===== config.mk =====
export PLATFORM = sky130hd
export DESIGN_NAME = bmc_basic_mode_control
export DESIGN_NICKNAME = d
export VERILOG_FILES = /design/src/hw/bmc_pkg.sv /design/src/hw/bmc_latch_field.sv /design/src/hw/bmc_reset_seq.sv /design/src/hw/bmc_basic_mode_control.sv
export SDC_FILE = /design/constraint.sdc
export NUM_CORES = 1
export LEC_CHECK = 0
export ABC_AREA = 1
export BUFFER_PORTS_ARGS = -buffer_cell sky130_fd_sc_hd__buf_2
export CAP_MARGIN = 10
export CELL_PAD_IN_SITES_DETAIL_PLACEMENT = 0
export CELL_PAD_IN_SITES_GLOBAL_PLACEMENT = 1
export CORE_MARGIN = 3
export CORE_UTILIZATION = 29
export DETAILED_ROUTE_END_ITERATION = 10
export GPL_TIMING_DRIVEN = 1
export PLACE_DENSITY_LB_ADDON = 0.1
export SETUP_SLACK_MARGIN = 0.15
export SLEW_MARGIN = 10
export SYNTH_ARGS = -nofsm -noshare
export SYNTH_HDL_FRONTEND = slang
export SYNTH_SLANG_ARGS = --single-unit

===== constraint.sdc =====
create_clock -name clk -period 2 [get_ports clk]
set_input_delay 0.5 -clock clk [delete_from_list [all_inputs] [get_ports clk]]
set_output_delay 0.5 -clock clk [all_outputs]
set_load 0.01 [all_outputs]

===== src/hw/bmc_pkg.sv =====
package bmc_pkg;

  // bus and timing
  localparam int unsigned APB_ADDR_W       = 12;
  localparam int unsigned CLK_PERIOD_NS    = 8;
  localparam int unsigned SW_RESET_TIME_NS = 1000;
  localparam int unsigned SW_RESET_CYCLES  =
    (SW_RESET_TIME_NS + CLK_PERIOD_NS - 1) / CLK_PERIOD_NS;

  // register byte addresses
  localparam logic [APB_ADDR_W-1:0] ADDR_CONTROL = 12'h000;
  localparam logic [APB_ADDR_W-1:0] ADDR_STATUS  = 12'h004;

  // control word field positions
  localparam int unsigned BIT_RESET      = 15;
  localparam int unsigned BIT_LOOPBACK   = 14;
  localparam int unsigned BIT_SPEED      = 13;
  localparam int unsigned BIT_AUTONEG    = 12;
  localparam int unsigned BIT_POWER_DOWN = 11;
  localparam int unsigned BIT_ISOLATE    = 10;
  localparam int unsigned BIT_DUPLEX     = 8;

  // status word field positions
  localparam int unsigned ST_LINK_BIT  = 2;
  localparam int unsigned ST_FAULT_BIT = 4;
  localparam int unsigned ST_PERM_LSB  = 5;
  localparam int unsigned ST_PERM_W    = 3;
  localparam int unsigned ST_CNT_LSB   = 8;
  localparam int unsigned ST_CNT_W     = 8;

  // reset values
  localparam logic [ST_PERM_W-1:0] ST_PERM_VALUE  = 3'h5;
  localparam logic                 LINK_RESET     = 1'h0;
  localparam logic                 FAULT_RESET    = 1'h0;
  localparam logic [ST_CNT_W-1:0]  CNT_RESET      = 8'h00;
  localparam logic [3:0]           PIN_SYNC_RESET = 4'h8;

  typedef enum logic [1:0] {
    FK_LATCHED_LOW   = 2'b00,
    FK_LATCHED_HIGH  = 2'b01,
    FK_CLEAR_ON_READ = 2'b10
  } bmc_field_kind_t;

  typedef struct packed {
    logic speed100;
    logic autoNegEn;
    logic fullDuplex;
  } bmc_strap_t;

  typedef struct packed {
    logic loopback;
    logic speed100;
    logic autoNegEn;
    logic powerDown;
    logic isolate;
    logic fullDuplex;
  } bmc_ctrl_t;

  localparam bmc_ctrl_t CTRL_RESET = 6'h00;

  typedef struct packed {
    logic [3:0] data;
    logic       en;
    logic       er;
  } bmc_mii_t;

  localparam bmc_mii_t MII_IDLE = 6'h00;

endpackage


===== src/hw/bmc_latch_field.sv =====
`timescale 1ns/10ps
`default_nettype none

module bmc_latch_field
  import bmc_pkg::*;
#(
  parameter int unsigned     WIDTH       = 1,
  parameter bmc_field_kind_t KIND        = FK_LATCHED_HIGH,
  parameter logic [WIDTH-1:0] RESET_VALUE = '0
) (
  input  wire logic             clk,
  input  wire logic             rst,
  input  wire logic             cond,
  input  wire logic             readClear,
  output logic [WIDTH-1:0]      value
);

  logic [WIDTH-1:0] value_reg;
  logic [WIDTH-1:0] value_next;
  logic [WIDTH-1:0] base;

  // the read reloads from the live condition, so an event in the read cycle survives
  assign base = readClear ? ((KIND == FK_LATCHED_LOW) ? {WIDTH{1'b1}} : '0) : value_reg;

  always_comb begin
    case (KIND)
      FK_LATCHED_LOW:  value_next = base & {WIDTH{cond}};
      FK_LATCHED_HIGH: value_next = base | {WIDTH{cond}};
      default: begin
        // saturating count, emptied by each read
        value_next = (cond && (base != {WIDTH{1'b1}})) ? base + 1'b1 : base;
      end
    endcase
  end

  always_ff @(posedge clk) begin
    if (rst) begin
      value_reg <= RESET_VALUE;
    end else begin
      value_reg <= value_next;
    end
  end

  assign value = value_reg;

endmodule

`default_nettype wire


===== src/hw/bmc_reset_seq.sv =====
`timescale 1ns/10ps
`default_nettype none

module bmc_reset_seq
  import bmc_pkg::*;
#(
  parameter int unsigned CYCLES = SW_RESET_CYCLES
) (
  input  wire logic clk,
  input  wire logic rst,
  input  wire logic start,
  output logic      busy,
  output logic      strapLoad
);

  localparam int unsigned CW = $clog2(CYCLES + 1);
  localparam logic [CW-1:0] LAST = CW'(CYCLES - 1);

  typedef enum logic {
    RS_IDLE = 1'b0,
    RS_BUSY = 1'b1
  } bmc_rs_state_t;

  bmc_rs_state_t state_reg;
  bmc_rs_state_t state_next;
  logic [CW-1:0] count_reg;
  logic [CW-1:0] count_next;

  always_comb begin
    state_next = state_reg;
    count_next = count_reg;
    case (state_reg)
      RS_IDLE: begin
        if (start) begin
          state_next = RS_BUSY;
          count_next = LAST;
        end
      end
      default: begin
        if (count_reg == '0) begin
          state_next = RS_IDLE;
        end else begin
          count_next = count_reg - 1'b1;
        end
      end
    endcase
  end

  // hardware reset also runs the sequence so strap synchronisers settle first
  always_ff @(posedge clk) begin
    if (rst) begin
      state_reg <= RS_BUSY;
      count_reg <= LAST;
    end else begin
      state_reg <= state_next;
      count_reg <= count_next;
    end
  end

  assign busy      = (state_reg == RS_BUSY);
  assign strapLoad = busy && (count_reg == '0);

endmodule

`default_nettype wire


===== src/hw/bmc_basic_mode_control.sv =====
// Our own choice: the APB interface to the registers.
`timescale 1ns/10ps
`default_nettype none

module bmc_basic_mode_control
  import bmc_pkg::*;
#(
  parameter int unsigned         RESET_CYCLES = SW_RESET_CYCLES,
  parameter logic [ST_PERM_W-1:0] PERM_VALUE  = ST_PERM_VALUE
) (
  input  wire logic                  clk,
  input  wire logic                  rst,
  input  wire logic                  psel,
  input  wire logic                  penable,
  input  wire logic                  pwrite,
  input  wire logic [APB_ADDR_W-1:0] paddr,
  input  wire logic [31:0]           pwdata,
  output logic [31:0]                prdata,
  output logic                       pready,
  output logic                       pslverr,
  input  wire logic                  powerDownIrqPinN,
  input  wire bmc_strap_t            strapPins,
  input  wire logic                  anSpeed100,
  input  wire logic                  anFullDuplex,
  input  wire logic                  linkUp,
  input  wire logic                  remoteFault,
  input  wire logic                  rxErrorEvent,
  input  wire bmc_mii_t              miiTx,
  input  wire bmc_mii_t              lineRx,
  output bmc_mii_t                   miiRx,
  output bmc_mii_t                   lineTx,
  output logic                       speed100,
  output logic                       fullDuplex,
  output logic                       powerDown,
  output logic                       isolate,
  output logic                       loopback,
  output logic                       resetBusy
);

  // pin synchronisers: power-down pin and the three straps
  logic [3:0] pinRaw;
  logic [3:0] pinMeta_reg;
  logic [3:0] pinSync_reg;

  // pin resets to its idle level so no power-down is forced before the pin is seen
  assign pinRaw = {powerDownIrqPinN, strapPins};

  genvar gi;
  generate
    for (gi = 0; gi < 4; gi++) begin : g_sync
      always_ff @(posedge clk) begin
        if (rst) begin
          pinMeta_reg[gi] <= PIN_SYNC_RESET[gi];
          pinSync_reg[gi] <= PIN_SYNC_RESET[gi];
        end else begin
          pinMeta_reg[gi] <= pinRaw[gi];
          pinSync_reg[gi] <= pinMeta_reg[gi];
        end
      end
    end
  endgenerate

  bmc_strap_t strapNow;
  logic       pinPowerDown;

  assign strapNow     = pinSync_reg[2:0];
  assign pinPowerDown = ~pinSync_reg[3];

  // APB decode
  logic setupPhase;
  logic accessPhase;
  logic hitControl;
  logic hitStatus;
  logic unmapped;
  logic ctrlWrite;
  logic statusRead;
  logic readStrobe;

  assign setupPhase  = psel && !penable;
  assign accessPhase = psel && penable;
  assign readStrobe  = setupPhase && !pwrite;
  assign hitControl  = (paddr == ADDR_CONTROL);
  assign hitStatus   = (paddr == ADDR_STATUS);
  assign unmapped    = !hitControl && !hitStatus;
  assign ctrlWrite   = accessPhase && pwrite && hitControl;
  // read side effects at the setup edge, the same edge that captures prdata
  assign statusRead  = readStrobe && hitStatus;

  // zero wait states; the answer is always ready in the access phase
  assign pready  = 1'b1;
  assign pslverr = accessPhase && unmapped;

  // software reset sequencer
  logic swResetStart;
  logic busy;
  logic strapLoad;

  // writes are dropped while a reset is still running
  assign swResetStart = ctrlWrite && !busy && pwdata[BIT_RESET];

  bmc_reset_seq #(
    .CYCLES (RESET_CYCLES)
  ) u_reset_seq (
    .clk       (clk),
    .rst       (rst),
    .start     (swResetStart),
    .busy      (busy),
    .strapLoad (strapLoad)
  );

  // control register
  bmc_ctrl_t ctrl_reg;
  bmc_ctrl_t ctrl_next;
  bmc_ctrl_t ctrlWritten;
  bmc_ctrl_t ctrlStrapped;
  bmc_ctrl_t ctrlBase;
  logic      ctrlTake;

  assign ctrlTake = ctrlWrite && !busy && !pwdata[BIT_RESET];

  assign ctrlWritten.loopback   = pwdata[BIT_LOOPBACK];
  assign ctrlWritten.speed100   = pwdata[BIT_SPEED];
  assign ctrlWritten.autoNegEn  = pwdata[BIT_AUTONEG];
  assign ctrlWritten.powerDown  = pwdata[BIT_POWER_DOWN];
  assign ctrlWritten.isolate    = pwdata[BIT_ISOLATE];
  assign ctrlWritten.fullDuplex = pwdata[BIT_DUPLEX];

  // defaults as at power-up, with the strapped fields from the pins
  assign ctrlStrapped.loopback   = CTRL_RESET.loopback;
  assign ctrlStrapped.speed100   = strapNow.speed100;
  assign ctrlStrapped.autoNegEn  = strapNow.autoNegEn;
  assign ctrlStrapped.powerDown  = CTRL_RESET.powerDown;
  assign ctrlStrapped.isolate    = CTRL_RESET.isolate;
  assign ctrlStrapped.fullDuplex = strapNow.fullDuplex;

  // strap load ends every reset, hardware or software
  // writes are refused while busy, so a load and a take never meet
  assign ctrlBase = strapLoad ? ctrlStrapped :
                    ctrlTake  ? ctrlWritten  : ctrl_reg;

  always_comb begin
    ctrl_next = ctrlBase;
    // pin held low forces the bit; it wins over a software clear
    ctrl_next.powerDown = ctrlBase.powerDown || pinPowerDown;
  end

  always_ff @(posedge clk) begin
    if (rst) begin
      ctrl_reg <= CTRL_RESET;
    end else begin
      ctrl_reg <= ctrl_next;
    end
  end

  // status fields
  logic                linkLatched;
  logic                faultLatched;
  logic [ST_CNT_W-1:0] errCount;

  bmc_latch_field #(
    .WIDTH       (1),
    .KIND        (FK_LATCHED_LOW),
    .RESET_VALUE (LINK_RESET)
  ) u_link_field (
    .clk       (clk),
    .rst       (rst),
    .cond      (linkUp),
    .readClear (statusRead),
    .value     (linkLatched)
  );

  bmc_latch_field #(
    .WIDTH       (1),
    .KIND        (FK_LATCHED_HIGH),
    .RESET_VALUE (FAULT_RESET)
  ) u_fault_field (
    .clk       (clk),
    .rst       (rst),
    .cond      (remoteFault),
    .readClear (statusRead),
    .value     (faultLatched)
  );

  bmc_latch_field #(
    .WIDTH       (ST_CNT_W),
    .KIND        (FK_CLEAR_ON_READ),
    .RESET_VALUE (CNT_RESET)
  ) u_err_count (
    .clk       (clk),
    .rst       (rst),
    .cond      (rxErrorEvent),
    .readClear (statusRead),
    .value     (errCount)
  );

  // read words; unused and reserved bits read zero
  logic [15:0] ctrlWord;
  logic [15:0] statusWord;
  logic [31:0] readMux;

  always_comb begin
    ctrlWord                 = 16'h0000;
    ctrlWord[BIT_RESET]      = busy;
    ctrlWord[BIT_LOOPBACK]   = ctrl_reg.loopback;
    ctrlWord[BIT_SPEED]      = ctrl_reg.speed100;
    ctrlWord[BIT_AUTONEG]    = ctrl_reg.autoNegEn;
    ctrlWord[BIT_POWER_DOWN] = ctrl_reg.powerDown;
    ctrlWord[BIT_ISOLATE]    = ctrl_reg.isolate;
    ctrlWord[BIT_DUPLEX]     = ctrl_reg.fullDuplex;
  end

  always_comb begin
    statusWord                          = 16'h0000;
    statusWord[ST_LINK_BIT]             = linkLatched;
    statusWord[ST_FAULT_BIT]            = faultLatched;
    statusWord[ST_PERM_LSB +: ST_PERM_W] = PERM_VALUE;
    statusWord[ST_CNT_LSB +: ST_CNT_W]   = errCount;
  end

  assign readMux = hitControl ? {16'h0000, ctrlWord}   :
                   hitStatus  ? {16'h0000, statusWord} : 32'h0000_0000;

  logic [31:0] prdata_reg;
  logic [31:0] prdata_next;

  assign prdata_next = readStrobe ? readMux : prdata_reg;

  always_ff @(posedge clk) begin
    if (rst) begin
      prdata_reg <= 32'h0000_0000;
    end else begin
      prdata_reg <= prdata_next;
    end
  end

  assign prdata = prdata_reg;

  // effective modes
  logic pdEff;
  logic isoEff;
  logic lbEff;
  logic spdEff;
  logic dupEff;

  assign pdEff  = ctrl_reg.powerDown || pinPowerDown;
  assign isoEff = ctrl_reg.isolate;
  assign lbEff  = ctrl_reg.loopback;
  // negotiated result wins while auto-negotiation is on
  assign spdEff = ctrl_reg.autoNegEn ? anSpeed100   : ctrl_reg.speed100;
  assign dupEff = ctrl_reg.autoNegEn ? anFullDuplex : ctrl_reg.fullDuplex;

  // MII datapath
  bmc_mii_t miiRx_reg;
  bmc_mii_t miiRx_next;
  bmc_mii_t lineTx_reg;
  bmc_mii_t lineTx_next;
  logic     pathDead;
  logic     rxQuiet;
  logic     txQuiet;

  // register block alone stays alive in power-down and during reset
  assign pathDead = pdEff || busy;

  // isolate parks the MII outputs; management above is untouched
  assign rxQuiet = pathDead || isoEff;
  // the line stays quiet in loopback so no frame leaks onto the cable
  assign txQuiet = rxQuiet || lbEff;

  assign miiRx_next = rxQuiet ? MII_IDLE :
                      lbEff   ? miiTx    :
                                lineRx;

  assign lineTx_next = txQuiet ? MII_IDLE : miiTx;

  always_ff @(posedge clk) begin
    if (rst) begin
      miiRx_reg  <= MII_IDLE;
      lineTx_reg <= MII_IDLE;
    end else begin
      miiRx_reg  <= miiRx_next;
      lineTx_reg <= lineTx_next;
    end
  end

  assign miiRx  = miiRx_reg;
  assign lineTx = lineTx_reg;

  // mode outputs, registered
  logic speed100_reg;
  logic fullDuplex_reg;
  logic powerDown_reg;
  logic isolate_reg;
  logic loopback_reg;
  logic resetBusy_reg;

  // rate outputs move on a register write, a strap load or a new negotiation result
  always_ff @(posedge clk) begin
    if (rst) begin
      speed100_reg   <= 1'b0;
      fullDuplex_reg <= 1'b0;
    end else begin
      speed100_reg   <= spdEff;
      fullDuplex_reg <= dupEff;
    end
  end

  // busy resets high so the far side sees the power-up sequence running
  always_ff @(posedge clk) begin
    if (rst) begin
      powerDown_reg  <= 1'b0;
      isolate_reg    <= 1'b0;
      loopback_reg   <= 1'b0;
      resetBusy_reg  <= 1'b1;
    end else begin
      powerDown_reg  <= pdEff;
      isolate_reg    <= isoEff;
      loopback_reg   <= lbEff;
      resetBusy_reg  <= busy;
    end
  end

  assign speed100   = speed100_reg;
  assign fullDuplex = fullDuplex_reg;
  assign powerDown  = powerDown_reg;
  assign isolate    = isolate_reg;
  assign loopback   = loopback_reg;
  assign resetBusy  = resetBusy_reg;

endmodule

`default_nettype wire


* Word level (Yosys, flattened, before mapping) *
Index checks and enable logic that the tools add are counted.
Widths: inputs -> output; s select.

cells by class
  $add $sub $neg = 2
  reductions and logical operators = 32
  equal/unequal tests = 3
  bitwise logic cells = 3
  multiplexer cells = 17

operator list
  operator             count
  $mux 16              2
  $mux 7               3
  $mux 8               2
  $logic_and 1x1->1    13
  $eq 12x3->1 const B  1
  $logic_not 12->1     1
  $mux 5               2
  $add 8x1->8 const B  1
  $ne 8x8->1 const B   1
  $logic_not 7->1      1
  $mux 1               7
  $sub 7x1->7 const B  1
  $logic_not 1->1      6
  $mux 6               1
  $reduce_or 2->1      3
  $logic_or 1x1->1     5
  $reduce_bool 2->1    2
  $ne 2x2->1 const B   1
  $reduce_and 2->1     1
  $and 1x1->1          1
  $not 1->1            1
  $or 1x1->1           1

word-level totals
  bits in registers = 82
  word-level logic and storage cells = 89

* Logic depth before layout (Yosys ltp) *
  depth in word-level cells = 8
  gate-level depth with buffers = 17
  mapped depth without buffers = 16

* By module *
From an unflattened synthesis, not the netlist that was laid out.

unflattened totals
  cells, all modules = 396
  area total of the unflattened synthesis = 2897.8 um^2

modules (own cells, without submodules)
  module                            times used  area each (um^2)  seq. area each (um^2)  cells each
  bmc_basic_mode_control            1           1844.3            860.8                  242
  bmc_reset_seq                     1           508.0             160.2                  73
  bmc_latch_field at u_err_count    1           470.5             160.2                  71
  bmc_latch_field at u_fault_field  1           40.0              20.0                   5
  bmc_latch_field at u_link_field   1           35.0              20.0                   5

* Worst setup path before layout *
No wires, ideal clock.

  path kind = input-to-reg
  start point = in paddr[1]
  end point = reg u_err_count.value_reg[7] (netlist: u_err_count.value[7])
  setup slack = -164 ps
  stages on the path = 15
  required time = 1891 ps
  data arrival time = 2055 ps
  setup time = 109 ps
  path buffers = 1
  cell sequence = or2_1 -> nor2_1 -> nand3_4 -> buf_6 -> nand2_1 -> inv_1 -> ha_1 -> nand2_1 -> inv_1 -> nand4_1 -> nor2_2 -> nor2_4 -> nand3_1 -> nand2_1 -> inv_1

between the ends
  word-level cells in the longest chain between the ends = 6

ends and longest elaborated chain
  item                                                 RTL line                      text
  start: declaration                                   bmc_basic_mode_control.sv:16  input wire logic [APB_ADDR_W-1:0] paddr,
  $eq 12x3->1 *                                        bmc_basic_mode_control.sv:83  assign hitStatus = (paddr == ADDR_STATUS);
  $logic_and 1x1->1 *                                  bmc_basic_mode_control.sv:87  assign statusRead = readStrobe && hitStatus;
  $mux 8 *                                             bmc_latch_field.sv:23         assign base = readClear ? ((KIND == FK_LATCHED_LOW) ? {WIDTH{1'b1}} : '0) : value_reg;
  branches (longest 2 deep; another with $add 8x1->8)  -
  $mux 8 *                                             bmc_latch_field.sv:31         value_next = (cond && (base != {WIDTH{1'b1}})) ? base + 1'b1 : base;
  end signal: assignment                               bmc_latch_field.sv:40         value_reg <= value_next;
  end: declaration                                     bmc_latch_field.sv:18         logic [WIDTH-1:0] value_reg;

Mark *: on every way between the ends.
A chain may end at the register's enable or synchronous reset.

* Worst setup path after layout *
  start point = in paddr[7]
  end point = out pslverr

between the ends
  word-level cells in the longest chain between the ends = 4

ends and longest elaborated chain
  item                                                    RTL line                                                    text
  $eq 12x3->1 / $logic_not 12->1 (equally long branches)  bmc_basic_mode_control.sv:83, bmc_basic_mode_control.sv:82
  $logic_not 1->1                                         bmc_basic_mode_control.sv:84                                assign unmapped = !hitControl && !hitStatus;
  $logic_and 1x1->1 *                                     bmc_basic_mode_control.sv:84
  $logic_and 1x1->1 *                                     bmc_basic_mode_control.sv:91                                assign pslverr = accessPhase && unmapped;
  end: declaration                                        bmc_basic_mode_control.sv:20                                output logic pslverr,

Every way passes the cells marked *; elsewhere a longest branch is shown, timed or not.

==> flow_summary.json <==
{
  "outcome": "finished, final reports clean",
  "netSwitchingFraction_pct": 23.2,
  "synth_area_per_cell_sq_um": 7.43,
  "cp_max_fo": 2,
  "place_congestion": 0.746,
  "p_switching_uw": 636,
  "yosysSeqAreaShare_pct": 44.3,
  "min_path_type": "in2reg",
  "final_cell_mix": "81 x nand2_1, 70 x buf_2, 61 x dfxtp_1",
  "async_flop_share_pct": 0,
  "syn_to_final_growth_pct": 30.7,
  "p_clk_share_pct": 46.5,
  "pwr-share-comb_pct": 7.6,
  "report.final.slew_viol_count": 0,
  "first_pass_iters": 4,
  "synth_edf_count": 0,
  "antenna_found_initial": 0,
  "period_share_pct": 92.0,
  "rows": 34,
  "synth_xor_xnor_area_share_pct": 0.318,
  "largest_reg_flops": 11,
  "rsz0062_at_grt": "yes",
  "fin_tns_setup_ns": 0,
  "synth_mux_area_share_pct": 0,
  "whs_ns": 0.353,
  "p_int_uw": 2100,
  "clk_latency_ns": 0.33,
  "port_buffers": 75,
  "cts_tree": "yes",
  "yosys_warnings": 0,
  "grt-ovfl-total": 0,
  "gr-usage-all-layers_pct": 13.2,
  "path_clk_slew_ns": 0.06,
  "drc": 0,
  "critPathCaptureType": "primary output",
  "vias": 2459,
  "crit_type": "in2out",
  "cts_sinks": 61,
  "cp-start-kind": "input pin",
  "wl_per_cell_microns": 11.6,
  "hpwl_microns": 5080,
  "ys_ff_latch": 61,
  "maxClockFrequency_mhz": 543,
  "die_area_sq_um": 10700,
  "ys.flop_type": "dfxtp_1",
  "syn_inst": 371,
  "grt_pass1_wl_microns": 10800,
  "cts_buffers": 9,
  "critPathArrivalTime_ns": 1.34,
  "initial_utilization_pct": 30.7,
  "htree_num_levels": 3,
  "grt_max_degree": 21,
  "cts-root-buf": "clkbuf_8",
  "wl_microns": 6840,
  "grt_pass1_vias": 2254,
  "setup_viol": 0,
  "crit_required_ns": 1.50,
  "die_w_microns": 103,
  "coreArea_sq_um": 8980,
  "power_leakage_uw": 0.00179,
  "maxCapViolCount": 0,
  "vias_per_cell": 4.16,
  "hold_viol": 0,
  "synth_cell_type_count": 36,
  "antenna_cells": 0,
  "synth_area_leader_cell": "dfxtp_1",
  "syn_area_sq_um": 2760,
  "clock_path_buffers": 2,
  "fin_cells": 591,
  "synth_simple_gate_area_share_pct": 30.7,
  "vdd_drop_max_uv": 329,
  "synthAdderAreaFrac_pct": 0.908,
  "timing.final.crit_period_ns": 1.84,
  "fillers": 943,
  "p_seq_share_pct": 45.9,
  "powerDensity_nw_per_um2": 760,
  "final_common_cell": "nand2_1",
  "synth_top_family_by_area": "simple AND/OR/NAND/NOR gates",
  "synth_compound_area_share_pct": 8.35,
  "dpl.cell_count": 571,
  "ant_nets": 0,
  "ioPinCount": 122,
  "die_y_microns": 103,
  "drive_gt1_share_pct": 31.0,
  "nNetsFinal": 532,
  "drtIter0Drc": 90,
  "finClkSkew_ns": 0.00883,
  "synth.top_cell.area_share_pct": 44.3,
  "synthTopCellsByArea": "dfxtp_1 44%, nand2_1 12%, inv_1 6.1%"
}
## metrics by stage
step | setup WS, ns | utilization [%] | cell area, sq um | total power (uW)
after detailed placement | -0.179 | 36.1 | 3240 | 1480
after global routing | 0.0699 | 40.1 | 3600 | 2870
final | 0.160 | 40.1 | 3600 | 2740
after global placement | -0.158 | 36.1 | 3240 | 1470
after CTS | 0.152 | 38.8 | 3480 | 2760
after floorplan | -0.105 | - | 2860 | 1420
## what timing repair did
action / in CTS / in global routing
buffers inserted: 1 / 3
resized for setup: 0 / 25
pin swaps: 1 / 12
hold buffers: 0 / 0
endpoints found under the setup margin: 1 / 8
## final timing paths
| check | startpoint | end | slack, ns | cells past startpoint |
|---|---|---|---|---|
| setup reg to reg | u_reset_seq.count_reg[0] | u_reset_seq.count_reg[2] | 0.44 | 10 |
| setup / recovery | paddr[7] | pslverr | 0.16 | 8 |
| hold / removal | powerDownIrqPinN | pinMeta_reg[3] | 0.35 | 2 |
| hold reg to reg | pinMeta_reg[3] | pinSync_reg[3] | 0.41 | 1 |
## metal layers
layer	up-vias	track usage, %	wire length, microns
met5	-	0	0
met4	0	3.98	108
met3	10	4.96	404
met2	74	20.8	3230
met1	1062	16.7	3100
li1	1313	-	-
## kinds of logic after synthesis
kind of cell / Yosys count
AO/OA/AOI/OAI: 42
buffers and inverters: 80
AND/OR/NAND/NOR: 183
flip-flops: 61
XOR/XNOR: 1
adder cells (fa/ha/maj): 2
other: 2
## layout make-up
cell class	instances	area, sq um	area share [%]
Timing Repair Buffer	91	534	14.8
Tap cell	126	158	4.37
Multi-Input combinational cell	249	1280	35.4
Clock inverter	5	81.3	2.26
Inverter	48	181	5.03
Clock buffer	11	151	4.20
Sequential cell	61	1220	33.9
## power by group through the flow
| stage | registers (uW) | clock network [uW] | logic, uW |
|---|---|---|---|
| after floorplan | 1280 | 0 | 142 |
| after global placement | 1290 | 0 | 189 |
| after detailed placement | 1290 | 0 | 190 |
| after CTS | 1260 | 1310 | 191 |
| after global routing | 1260 | 1370 | 238 |
| final | 1260 | 1270 | 209 |
## synth_stat cells, types with 2 or more instances
cell	number
nor2_2	4
nor2_1	42
ha_1	2
nor2_4	2
buf_6	3
or2_2	2
o21ai_0	8
nand3_4	2
clkbuf_1	5
a21oi_1	20
buf_4	22
nand3_1	27
dfxtp_1	61
nand4_1	5
nor3_1	4
nand2_1	87
a31oi_1	10
o211ai_1	2
inv_1	45
conb_1	2
## critical path, cell delays in order
cell and delay [ns]:
buf_2 0.09, nor2_2 0.04, nand2_2 0.06, nor2_4 0.04
buf_4 0.13, and2_4 0.15, a211oi_2 0.15, buf_2 0.17
No activity file was read; power rests on OpenSTA's default activity.
